$ cat src/verilog/rtc_pkg.sv
package rtc_pkg;

  // ----------------------------------------------------------------
  // Register offsets (printed offsets are not word multiples: index)
  // ----------------------------------------------------------------
  localparam logic [7:0] RTC_IDX_TRIG   = 8'h1d;
  localparam logic [7:0] RTC_IDX_DIV_LO = 8'h1e;
  localparam logic [7:0] RTC_IDX_DIV_MI = 8'h1f;
  localparam logic [7:0] RTC_IDX_DIV_HI = 8'h20;
  localparam logic [7:0] RTC_IDX_WARM   = 8'h21;
  localparam logic [7:0] RTC_IDX_PORTS  = 8'h22;
  localparam logic [7:0] RTC_IDX_CREF   = 8'h23;
  localparam logic [7:0] RTC_IDX_CTRL   = 8'h24;
  localparam logic [7:0] RTC_IDX_STAT   = 8'h25;

  // ----------------------------------------------------------------
  // Field positions
  // ----------------------------------------------------------------
  localparam int RTC_TRIG_SRC_LSB = 0;
  localparam int RTC_TRIG_ALT_LSB = 3;
  localparam int RTC_START_PIN_LSB = 6;
  localparam int RTC_AVG_LSB      = 6;
  localparam int RTC_WARM_BIT     = 6;
  localparam int RTC_CYCLE_BIT    = 2;
  localparam int RTC_CLKDIV_LSB   = 0;
  localparam int RTC_CREF_LSB     = 3;

  // ----------------------------------------------------------------
  // Reset values
  // ----------------------------------------------------------------
  localparam logic [7:0] RTC_RST_REG = 8'h00;

  // ----------------------------------------------------------------
  // Trigger source codes
  // ----------------------------------------------------------------
  localparam logic [2:0] RTC_SRC_OFF   = 3'h0;
  localparam logic [2:0] RTC_SRC_OSC   = 3'h1;
  localparam logic [2:0] RTC_SRC_PIN   = 3'h3;
  localparam logic [2:0] RTC_SRC_CASYN = 3'h5;
  localparam logic [2:0] RTC_SRC_CSYN  = 3'h6;

  // ----------------------------------------------------------------
  // Warm-up counts and cycle times
  // ----------------------------------------------------------------
  localparam logic [4:0] RTC_WARM_SHORT = 5'h02;
  localparam logic [4:0] RTC_WARM_LONG  = 5'h08;
  localparam int RTC_CYCLE_SHORT_US = 140;
  localparam int RTC_CYCLE_LONG_US  = 280;
  localparam int RTC_CLK_MHZ        = 200;
  localparam int RTC_CYC_SHORT_CLKS = RTC_CYCLE_SHORT_US * RTC_CLK_MHZ;
  localparam int RTC_CYC_LONG_CLKS  = RTC_CYCLE_LONG_US * RTC_CLK_MHZ;

  typedef enum logic [3:0] {
    RTC_IDLE  = 4'b0001,
    RTC_WARM  = 4'b0010,
    RTC_MEAS  = 4'b0100,
    RTC_DONE  = 4'b1000
  } rtc_state_t;

endpackage

$ cat src/verilog/rtc_conv_ctrl.sv
`timescale 1ns/1ps
// What this block does
// - Trigger source chosen by 3-bit field
// - Pass every Nth trigger; 0,1 pass all
// - Predivider sets capacitance to temperature rate ratio
// - Predivider also divides slow oscillator triggers
// - Averaging depth none, 4, 8, 16 samples
// - Discard 2 or 8 warm-up measurements
// - Reference bit picks port a or internal
// - Each external port measured only when enabled
// - Internal sensor and resistor gated by enables
// - Measurement cycle lasts 140 or 280 us
// - Slow oscillator divided by 1, 4, 8, 16
// - Five-bit capacitance reference code output
module rtc_conv_ctrl
  import rtc_pkg::*;
#(
  parameter int DIV_W    = 22,
  parameter int CYC_SHORT = RTC_CYC_SHORT_CLKS,
  parameter int CYC_LONG  = RTC_CYC_LONG_CLKS
) (
  input  wire logic        clk_i,
  input  wire logic        rst_i,
  input  wire logic        cyc_i,
  input  wire logic        stb_i,
  input  wire logic        we_i,
  input  wire logic [31:0] adr_i,
  input  wire logic [3:0]  sel_i,
  input  wire logic [31:0] dat_i,
  output logic      [31:0] dat_o,
  output logic             ack_o,
  output logic             err_o,
  input  wire logic        osc_tick_i,
  input  wire logic        pin_trig_i,
  input  wire logic        cap_trig_i,
  input  wire logic        cap_run_end_i,
  output logic             conv_clk_o,
  output logic             meas_start_o,
  output logic             meas_keep_o,
  output logic             avg_done_o,
  output logic      [4:0]  port_sel_o,
  output logic             ref_internal_o,
  output logic      [4:0]  cap_ref_code_o
);

  // ----------------------------------------------------------------
  // Register file
  // ----------------------------------------------------------------
  logic [7:0] trig_q, dlo_q, dmi_q, dhi_q, warm_q, ports_q, cref_q;
  logic       alt_bank_q;

  wire        req    = cyc_i && stb_i && !ack_o && !err_o;
  wire [7:0]  idx    = adr_i[9:2];
  wire        mapped = (idx >= RTC_IDX_TRIG) && (idx <= RTC_IDX_STAT)
                       && (adr_i[31:10] == 22'h00_0000);
  wire        wr     = req && we_i && mapped && sel_i[0];

  function automatic logic hit_w(input logic [7:0] i);
    hit_w = wr && (idx == i);
  endfunction

  always_ff @(posedge clk_i) begin
    if (rst_i) begin
      trig_q     <= RTC_RST_REG;
      dlo_q      <= RTC_RST_REG;
      dmi_q      <= RTC_RST_REG;
      dhi_q      <= RTC_RST_REG;
      warm_q     <= RTC_RST_REG;
      ports_q    <= RTC_RST_REG;
      cref_q     <= RTC_RST_REG;
      alt_bank_q <= 1'b0;
    end else begin
      if (hit_w(RTC_IDX_TRIG))   trig_q     <= dat_i[7:0];
      if (hit_w(RTC_IDX_DIV_LO)) dlo_q      <= dat_i[7:0];
      if (hit_w(RTC_IDX_DIV_MI)) dmi_q      <= dat_i[7:0];
      if (hit_w(RTC_IDX_DIV_HI)) dhi_q      <= dat_i[7:0];
      if (hit_w(RTC_IDX_WARM))   warm_q     <= dat_i[7:0];
      if (hit_w(RTC_IDX_PORTS))  ports_q    <= dat_i[7:0];
      if (hit_w(RTC_IDX_CREF))   cref_q     <= dat_i[7:0];
      if (hit_w(RTC_IDX_CTRL))   alt_bank_q <= dat_i[0];
    end
  end

  // ----------------------------------------------------------------
  // Field decode
  // ----------------------------------------------------------------
  wire [2:0] src_main  = trig_q[RTC_TRIG_SRC_LSB +: 3];
  wire [2:0] src_alt   = trig_q[RTC_TRIG_ALT_LSB +: 3];
  wire [2:0] src       = alt_bank_q ? src_alt : src_main;
  wire [DIV_W-1:0] ratio = {dhi_q[5:0], dmi_q, dlo_q};
  wire [1:0] avg_sel   = dhi_q[RTC_AVG_LSB +: 2];
  wire       warm_long = warm_q[RTC_WARM_BIT];
  wire       cyc_long  = cref_q[RTC_CYCLE_BIT];
  wire [1:0] clk_div   = cref_q[RTC_CLKDIV_LSB +: 2];

  // ----------------------------------------------------------------
  // Slow oscillator divider for the converter clock
  // ----------------------------------------------------------------
  logic [3:0] odiv_q;
  wire  [3:0] odiv_top = (clk_div == 2'd0) ? 4'h0 :
                         (clk_div == 2'd1) ? 4'h3 :
                         (clk_div == 2'd2) ? 4'h7 : 4'hf;
  wire        odiv_wrap = osc_tick_i && (odiv_q >= odiv_top);

  always_ff @(posedge clk_i) begin
    if (rst_i) begin
      odiv_q     <= 4'h0;
      conv_clk_o <= 1'b0;
    end else begin
      conv_clk_o <= odiv_wrap;
      if (osc_tick_i) odiv_q <= odiv_wrap ? 4'h0 : odiv_q + 4'h1;
    end
  end

  // ----------------------------------------------------------------
  // Trigger selection and predivider
  // ----------------------------------------------------------------
  logic pin_q, cap_end_q;
  wire  pin_rise = pin_trig_i && !pin_q;
  wire  end_rise = cap_run_end_i && !cap_end_q;
  wire  trig_evt = (src == RTC_SRC_OSC)   ? osc_tick_i :
                   (src == RTC_SRC_PIN)   ? pin_rise :
                   (src == RTC_SRC_CASYN) ? cap_trig_i :
                   (src == RTC_SRC_CSYN)  ? end_rise : 1'b0;
  logic trig_pass;

  rtc_trig_div #(.W(DIV_W)) u_div (
    .clk_i   (clk_i),
    .rst_i   (rst_i),
    .event_i (trig_evt),
    .ratio_i (ratio),
    .pass_o  (trig_pass)
  );

  // ----------------------------------------------------------------
  // Measurement sequencer
  // ----------------------------------------------------------------
  rtc_state_t st_q, st_d;
  logic [4:0]  mcnt_q;
  logic [31:0] tcnt_q;
  wire  [4:0]  warm_n = warm_long ? RTC_WARM_LONG : RTC_WARM_SHORT;
  wire  [4:0]  meas_n = (avg_sel == 2'd0) ? 5'd1 :
                        (avg_sel == 2'd1) ? 5'd4 :
                        (avg_sel == 2'd2) ? 5'd8 : 5'd16;
  wire  [31:0] cyc_n  = cyc_long ? 32'(CYC_LONG) : 32'(CYC_SHORT);
  wire         cyc_end = (tcnt_q == cyc_n - 32'd1);
  wire         any_port = |port_sel_o;

  always_comb begin
    st_d = st_q;
    case (st_q)
      RTC_IDLE: if (trig_pass && any_port) st_d = RTC_WARM;
      RTC_WARM: if (cyc_end && mcnt_q == warm_n - 5'd1) st_d = RTC_MEAS;
      RTC_MEAS: if (cyc_end && mcnt_q == meas_n - 5'd1) st_d = RTC_DONE;
      RTC_DONE: st_d = RTC_IDLE;
      default:  st_d = RTC_IDLE;
    endcase
  end

  always_ff @(posedge clk_i) begin
    if (rst_i) begin
      st_q         <= RTC_IDLE;
      mcnt_q       <= 5'd0;
      tcnt_q       <= 32'd0;
      pin_q        <= 1'b0;
      cap_end_q    <= 1'b0;
      meas_start_o <= 1'b0;
      meas_keep_o  <= 1'b0;
      avg_done_o   <= 1'b0;
    end else begin
      pin_q        <= pin_trig_i;
      cap_end_q    <= cap_run_end_i;
      st_q         <= st_d;
      avg_done_o   <= (st_d == RTC_DONE);
      meas_start_o <= (st_d != st_q && st_d != RTC_DONE
                       && st_d != RTC_IDLE) ||
                      (st_q != RTC_IDLE && st_q != RTC_DONE
                       && cyc_end && st_d == st_q);
      meas_keep_o  <= (st_d == RTC_MEAS);
      if (st_d != st_q) begin
        mcnt_q <= 5'd0;
        tcnt_q <= 32'd0;
      end else if (cyc_end) begin
        mcnt_q <= mcnt_q + 5'd1;
        tcnt_q <= 32'd0;
      end else if (st_q != RTC_IDLE) begin
        tcnt_q <= tcnt_q + 32'd1;
      end
    end
  end

  // ----------------------------------------------------------------
  // Port and reference outputs
  // ----------------------------------------------------------------
  // Sensor port a is the external reference when internal is off
  always_ff @(posedge clk_i) begin
    if (rst_i) begin
      port_sel_o     <= 5'h00;
      ref_internal_o <= 1'b0;
      cap_ref_code_o <= 5'h00;
    end else begin
      ref_internal_o <= ports_q[6];
      port_sel_o     <= {ports_q[4], ports_q[3], ports_q[2],
                         ports_q[1], ports_q[0]};
      cap_ref_code_o <= cref_q[RTC_CREF_LSB +: 5];
    end
  end

  // ----------------------------------------------------------------
  // Bus answer; unmapped reads and writes give an error, one cycle later
  // ----------------------------------------------------------------
  wire [7:0] rd_byte =
      (idx == RTC_IDX_TRIG)   ? trig_q  :
      (idx == RTC_IDX_DIV_LO) ? dlo_q   :
      (idx == RTC_IDX_DIV_MI) ? dmi_q   :
      (idx == RTC_IDX_DIV_HI) ? dhi_q   :
      (idx == RTC_IDX_WARM)   ? warm_q  :
      (idx == RTC_IDX_PORTS)  ? ports_q :
      (idx == RTC_IDX_CREF)   ? cref_q  :
      (idx == RTC_IDX_CTRL)   ? {7'h00, alt_bank_q} :
      {2'b00, meas_keep_o, avg_done_o, st_q};

  always_ff @(posedge clk_i) begin
    if (rst_i) begin
      ack_o <= 1'b0;
      err_o <= 1'b0;
      dat_o <= 32'h0000_0000;
    end else begin
      ack_o <= req && mapped;
      err_o <= req && !mapped;
      dat_o <= (req && mapped && !we_i) ? {24'h00_0000, rd_byte}
                                        : 32'h0000_0000;
    end
  end

endmodule

$ cat src/verilog/rtc_trig_div.sv
`timescale 1ns/1ps
// Predivider: passes every Nth event, N of 0 or 1 passes all
module rtc_trig_div
  import rtc_pkg::*;
#(
  parameter int W = 22
) (
  input  wire logic         clk_i,
  input  wire logic         rst_i,
  input  wire logic         event_i,
  input  wire logic [W-1:0] ratio_i,
  output logic              pass_o
);

  logic [W-1:0] cnt_q;
  logic [W-1:0] cnt_d;
  logic         hit;

  // Compare against ratio-1; ratio 0 and 1 both hit at once through the separate ratio_i <= 1 test
  assign hit   = (ratio_i <= W'(1)) || (cnt_q >= ratio_i - W'(1));
  assign cnt_d = hit ? '0 : cnt_q + W'(1);

  always_ff @(posedge clk_i) begin
    if (rst_i) begin
      cnt_q  <= '0;
      pass_o <= 1'b0;
    end else begin
      pass_o <= event_i && hit;
      if (event_i) begin
        cnt_q <= cnt_d;
      end
    end
  end

endmodule

$ cat config.mk
export PLATFORM = sky130hd
export DESIGN_NAME = rtc_conv_ctrl
export DESIGN_NICKNAME = d
export VERILOG_FILES = /design/src/verilog/rtc_pkg.sv /design/src/verilog/rtc_conv_ctrl.sv /design/src/verilog/rtc_trig_div.sv
export SDC_FILE = /design/constraint.sdc
export NUM_CORES = 1
export LEC_CHECK = 0
export BUFFER_PORTS_ARGS = -buffer_cell sky130_fd_sc_hd__buf_2
export CORE_UTILIZATION = 56
export CTS_BUF_LIST = sky130_fd_sc_hd__clkbuf_8
export DETAILED_ROUTE_END_ITERATION = 12
export PLACE_DENSITY = 0.79
export SLEW_MARGIN = 20
export SYNTH_ARGS = -nofsm -noshare
export SYNTH_HDL_FRONTEND = slang
export SYNTH_HIERARCHICAL = 1
export SYNTH_SLANG_ARGS = --single-unit
$ cat constraint.sdc
create_clock -name clk_i -period 4.3 [get_ports clk_i]
set_input_delay 0 -clock clk_i [delete_from_list [all_inputs] [get_ports clk_i]]
set_output_delay 0 -clock clk_i [all_outputs]
set_load 0.03 [all_outputs]
==> reports/summary.txt <==
setup violators final - 0
Post-Route WL - 17900 microns
Die Wd - 122 microns
routed vias/inst - 5.72
clock root cell - clkbuf_8
Gate Count Post-Synth - 898
GP Congestion - 0.851
max cap viols - 0
synthesized area - 8010 sq um
RSZ-0062 raised after global routing - no
vias - 6675
nets@finish - 1083
gr usage total - 0.254
post-route setup slack - 0.400 ns
status - completed
WL per Instance - 15.4 microns
GR Overflow Total - 0
vias in the first global route - 6011
Detailed Routing Iterations Pass 1 - 6
WHS - 0.0394 ns
Least-Margin Pin Slew - 0.905 ns
leakage - 3.86 nW
total number of H-tree levels - 4
CTS tree - built
endpoint type of the worst setup path - flip-flop
dpl hpwl - 12800 microns
Synth area leader - dfxtp_1
synth warn - 6
Power, Total - 0.00261 W
number of synthesized flops with an enable pin - 0
post-synth top area share - 0.380
Synth top cells by count - dfxtp_1, nor2_1, mux2i_1, nand2_1, a21oi_1
final std cells w/o fill - 1167
die area - 14800 sq um
Post-CTS Setup Inserts - 0
Hold Vio Cnt, Final - 0
clock transition at the registers of the reported paths - 0.09 ns
std cell rows - 43
Synth async-reset ratio - 0
worst hold path type - in -> reg
largest net degree at the start of global routing - 53
CP max stage delay - 0.57 ns
critical path data arrival time - 4.29 ns
Post-Syn Area per Cell - 8.91 sq um
Synth Register Bits - 152
number of fill cells in the layout - 1164
VDD IR-drop max - 0.000232 V
latest clock arrival within the worst-skew pair - 0.47 ns
CP Data Required Time - 4.69 ns
Ports - 126
die height - 122 microns
CP max-delay cell - nor4_1
Antenna Violating Nets Remaining - 0
share of cells above drive strength 1 - 0.136
Sink Count - 152
global-route wire length before repair - 29100 microns
initial antenna violation count - 0
Most used DFF post-synth - dfxtp_1
Clock Skew - 0.0170 ns
Crit Path Category - reg -> reg
IO Port Bufs - 72
synthesis-to-layout area growth - 11.5%
CP max FO - 19
Slew headroom - 0.397
CTS Buf Count - 17
startpoint types - flip-flop
top-count cell post-synth - dfxtp_1
setup_tns - 0 ns
initial core utilization - 0.574
Area contributors post-synth - dfxtp_1, mux2i_1, nor2_1
Clock Tree Buf Depth - 2
CP cell instances - nor4_1 -> nand3b_1 -> inv_1 -> nand2_1 -> nor3_1 -> xnor2_1 -> ha_1 -> nand4_1 -> nor4_1 -> nand2_1 -> and4_1 -> a21boi_4 -> nor2b_1
DRC violations left - 0
Max Freq - 256 MHz
Ant. Diodes - 0
Period Utilization, post-route - 0.907
Final min period - 3.90 ns
Cell variety after synth - 65
Pwr Density - 292 nW/um^2
Seq/Total Area, Yosys - 0.380
worst slack at placement - 0.515 ns
core area - 13900 sq um
detailed router's first-iteration violation count - 401
fin. max-slew vios - 0
Post-Place Cells - 1118
==> final timing paths <==
check	endpoint	slack [ns]	start	depth (start not counted)
worst min-delay path	err_o$_SDFF_PP0_	0.04	adr_i[25]	4
worst max register to register	u_div/pass_o$_SDFF_PP0_	0.40	dlo_q[3]$_SDFFE_PP0P_	13
worst max-delay path	u_div/pass_o$_SDFF_PP0_	0.40	dlo_q[3]$_SDFFE_PP0P_	13
worst min register to register	cap_ref_code_o[0]$_SDFF_PP0_	0.49	cref_q[3]$_SDFFE_PP0P_	1
==> sequential cells by signal, indices dropped and copies added, names as in the netlist, 4 cells and up <==
| register | count |
|---|---|
| mcnt_q | 5 |
| tcnt_q | 32 |
| dat_o | 8 |
| trig_q | 8 |
| warm_q | 8 |
| port_sel_o | 5 |
| dmi_q | 8 |
| odiv_q | 4 |
| ports_q | 8 |
| u_div/cnt_q | 22 |
| dlo_q | 8 |
| cref_q | 8 |
| dhi_q | 8 |
| cap_ref_code_o | 5 |
| st_q | 4 |
==> per-stage QoR <==
stage / util / instance area [sq um]
after global routing: 0.640 / 8920
after global placement: 0.601 / 8370
after floorplan: - / 8090
final: 0.640 / 8920
after detailed placement: 0.601 / 8370
after CTS: 0.640 / 8920
==> cells in the final DEF, fill, tap and decap left out, types with 27 or more instances in the layout <==
cell type	netlist	routed
dfxtp_1	152	152
nor2_1	129	129
mux2i_1	76	76
buf_2	7	71
nand2_1	57	57
a21oi_1	48	48
xor2_1	43	43
nor3_1	38	38
ha_1	32	32
xnor2_1	27	27
==> layer usage <==
metal  part of all wire  up-vias  track usage  wire (microns)
met4              0.018        0        0.106             324
met3              0.066       27       0.0566            1190
met2               0.47      243        0.401            8380
met1               0.45     3112        0.333            8050
li1                   -     3293            -               -
met5                  0        -            0               0
==> cell type report <==
class,count,area (sq um),area share
inverter,13,48.8,0.00547
clock inverter,15,149,0.0167
multi-input combinational,697,4660,0.522
timing repair buffer,93,563,0.0631
sequential,152,3040,0.341
tap,180,225,0.0252
clock buffer,17,234,0.0262
==> worst max-delay path: cells and delay by family (launching register included) <==
kind                     cells  cell delay [ns]
AND/OR/NAND/NOR              9             2.43
AO/OA/AOI/OAI                1             0.48
flip-flops                   1             0.39
adder cells (fa/ha/maj)      1             0.29
buffers and inverters        1             0.13
XOR/XNOR                     1             0.10
==> kinds of logic after synthesis <==
logic type | share of synthesized area
AND/OR/NAND/NOR | 0.249
flip-flops | 0.380
AO/OA/AOI/OAI | 0.0861
multiplexers | 0.109
buffers and inverters | 0.0485
XOR/XNOR | 0.0766
adder cells (fa/ha/maj) | 0.0500
other | 0.000468
==> where the power goes <==
| group | leakage [nW] | internal (W) | switching (W) |
|---|---|---|---|
| Clock | 0.191 | 0.000470 | 0.000584 |
| Combinational | 2.45 | 0.0000430 | 0.0000978 |
| Sequential | 1.22 | 0.00141 | 0.00000149 |
| Total | 3.86 | 0.00192 | 0.000683 |
==> repair_timing <==
action                                 in CTS  in global routing
endpoints found under the hold margin      75                  0
hold buffers                               17                  0
gates resized for setup                     0                  0
Power figures use the tool's default switching activity.
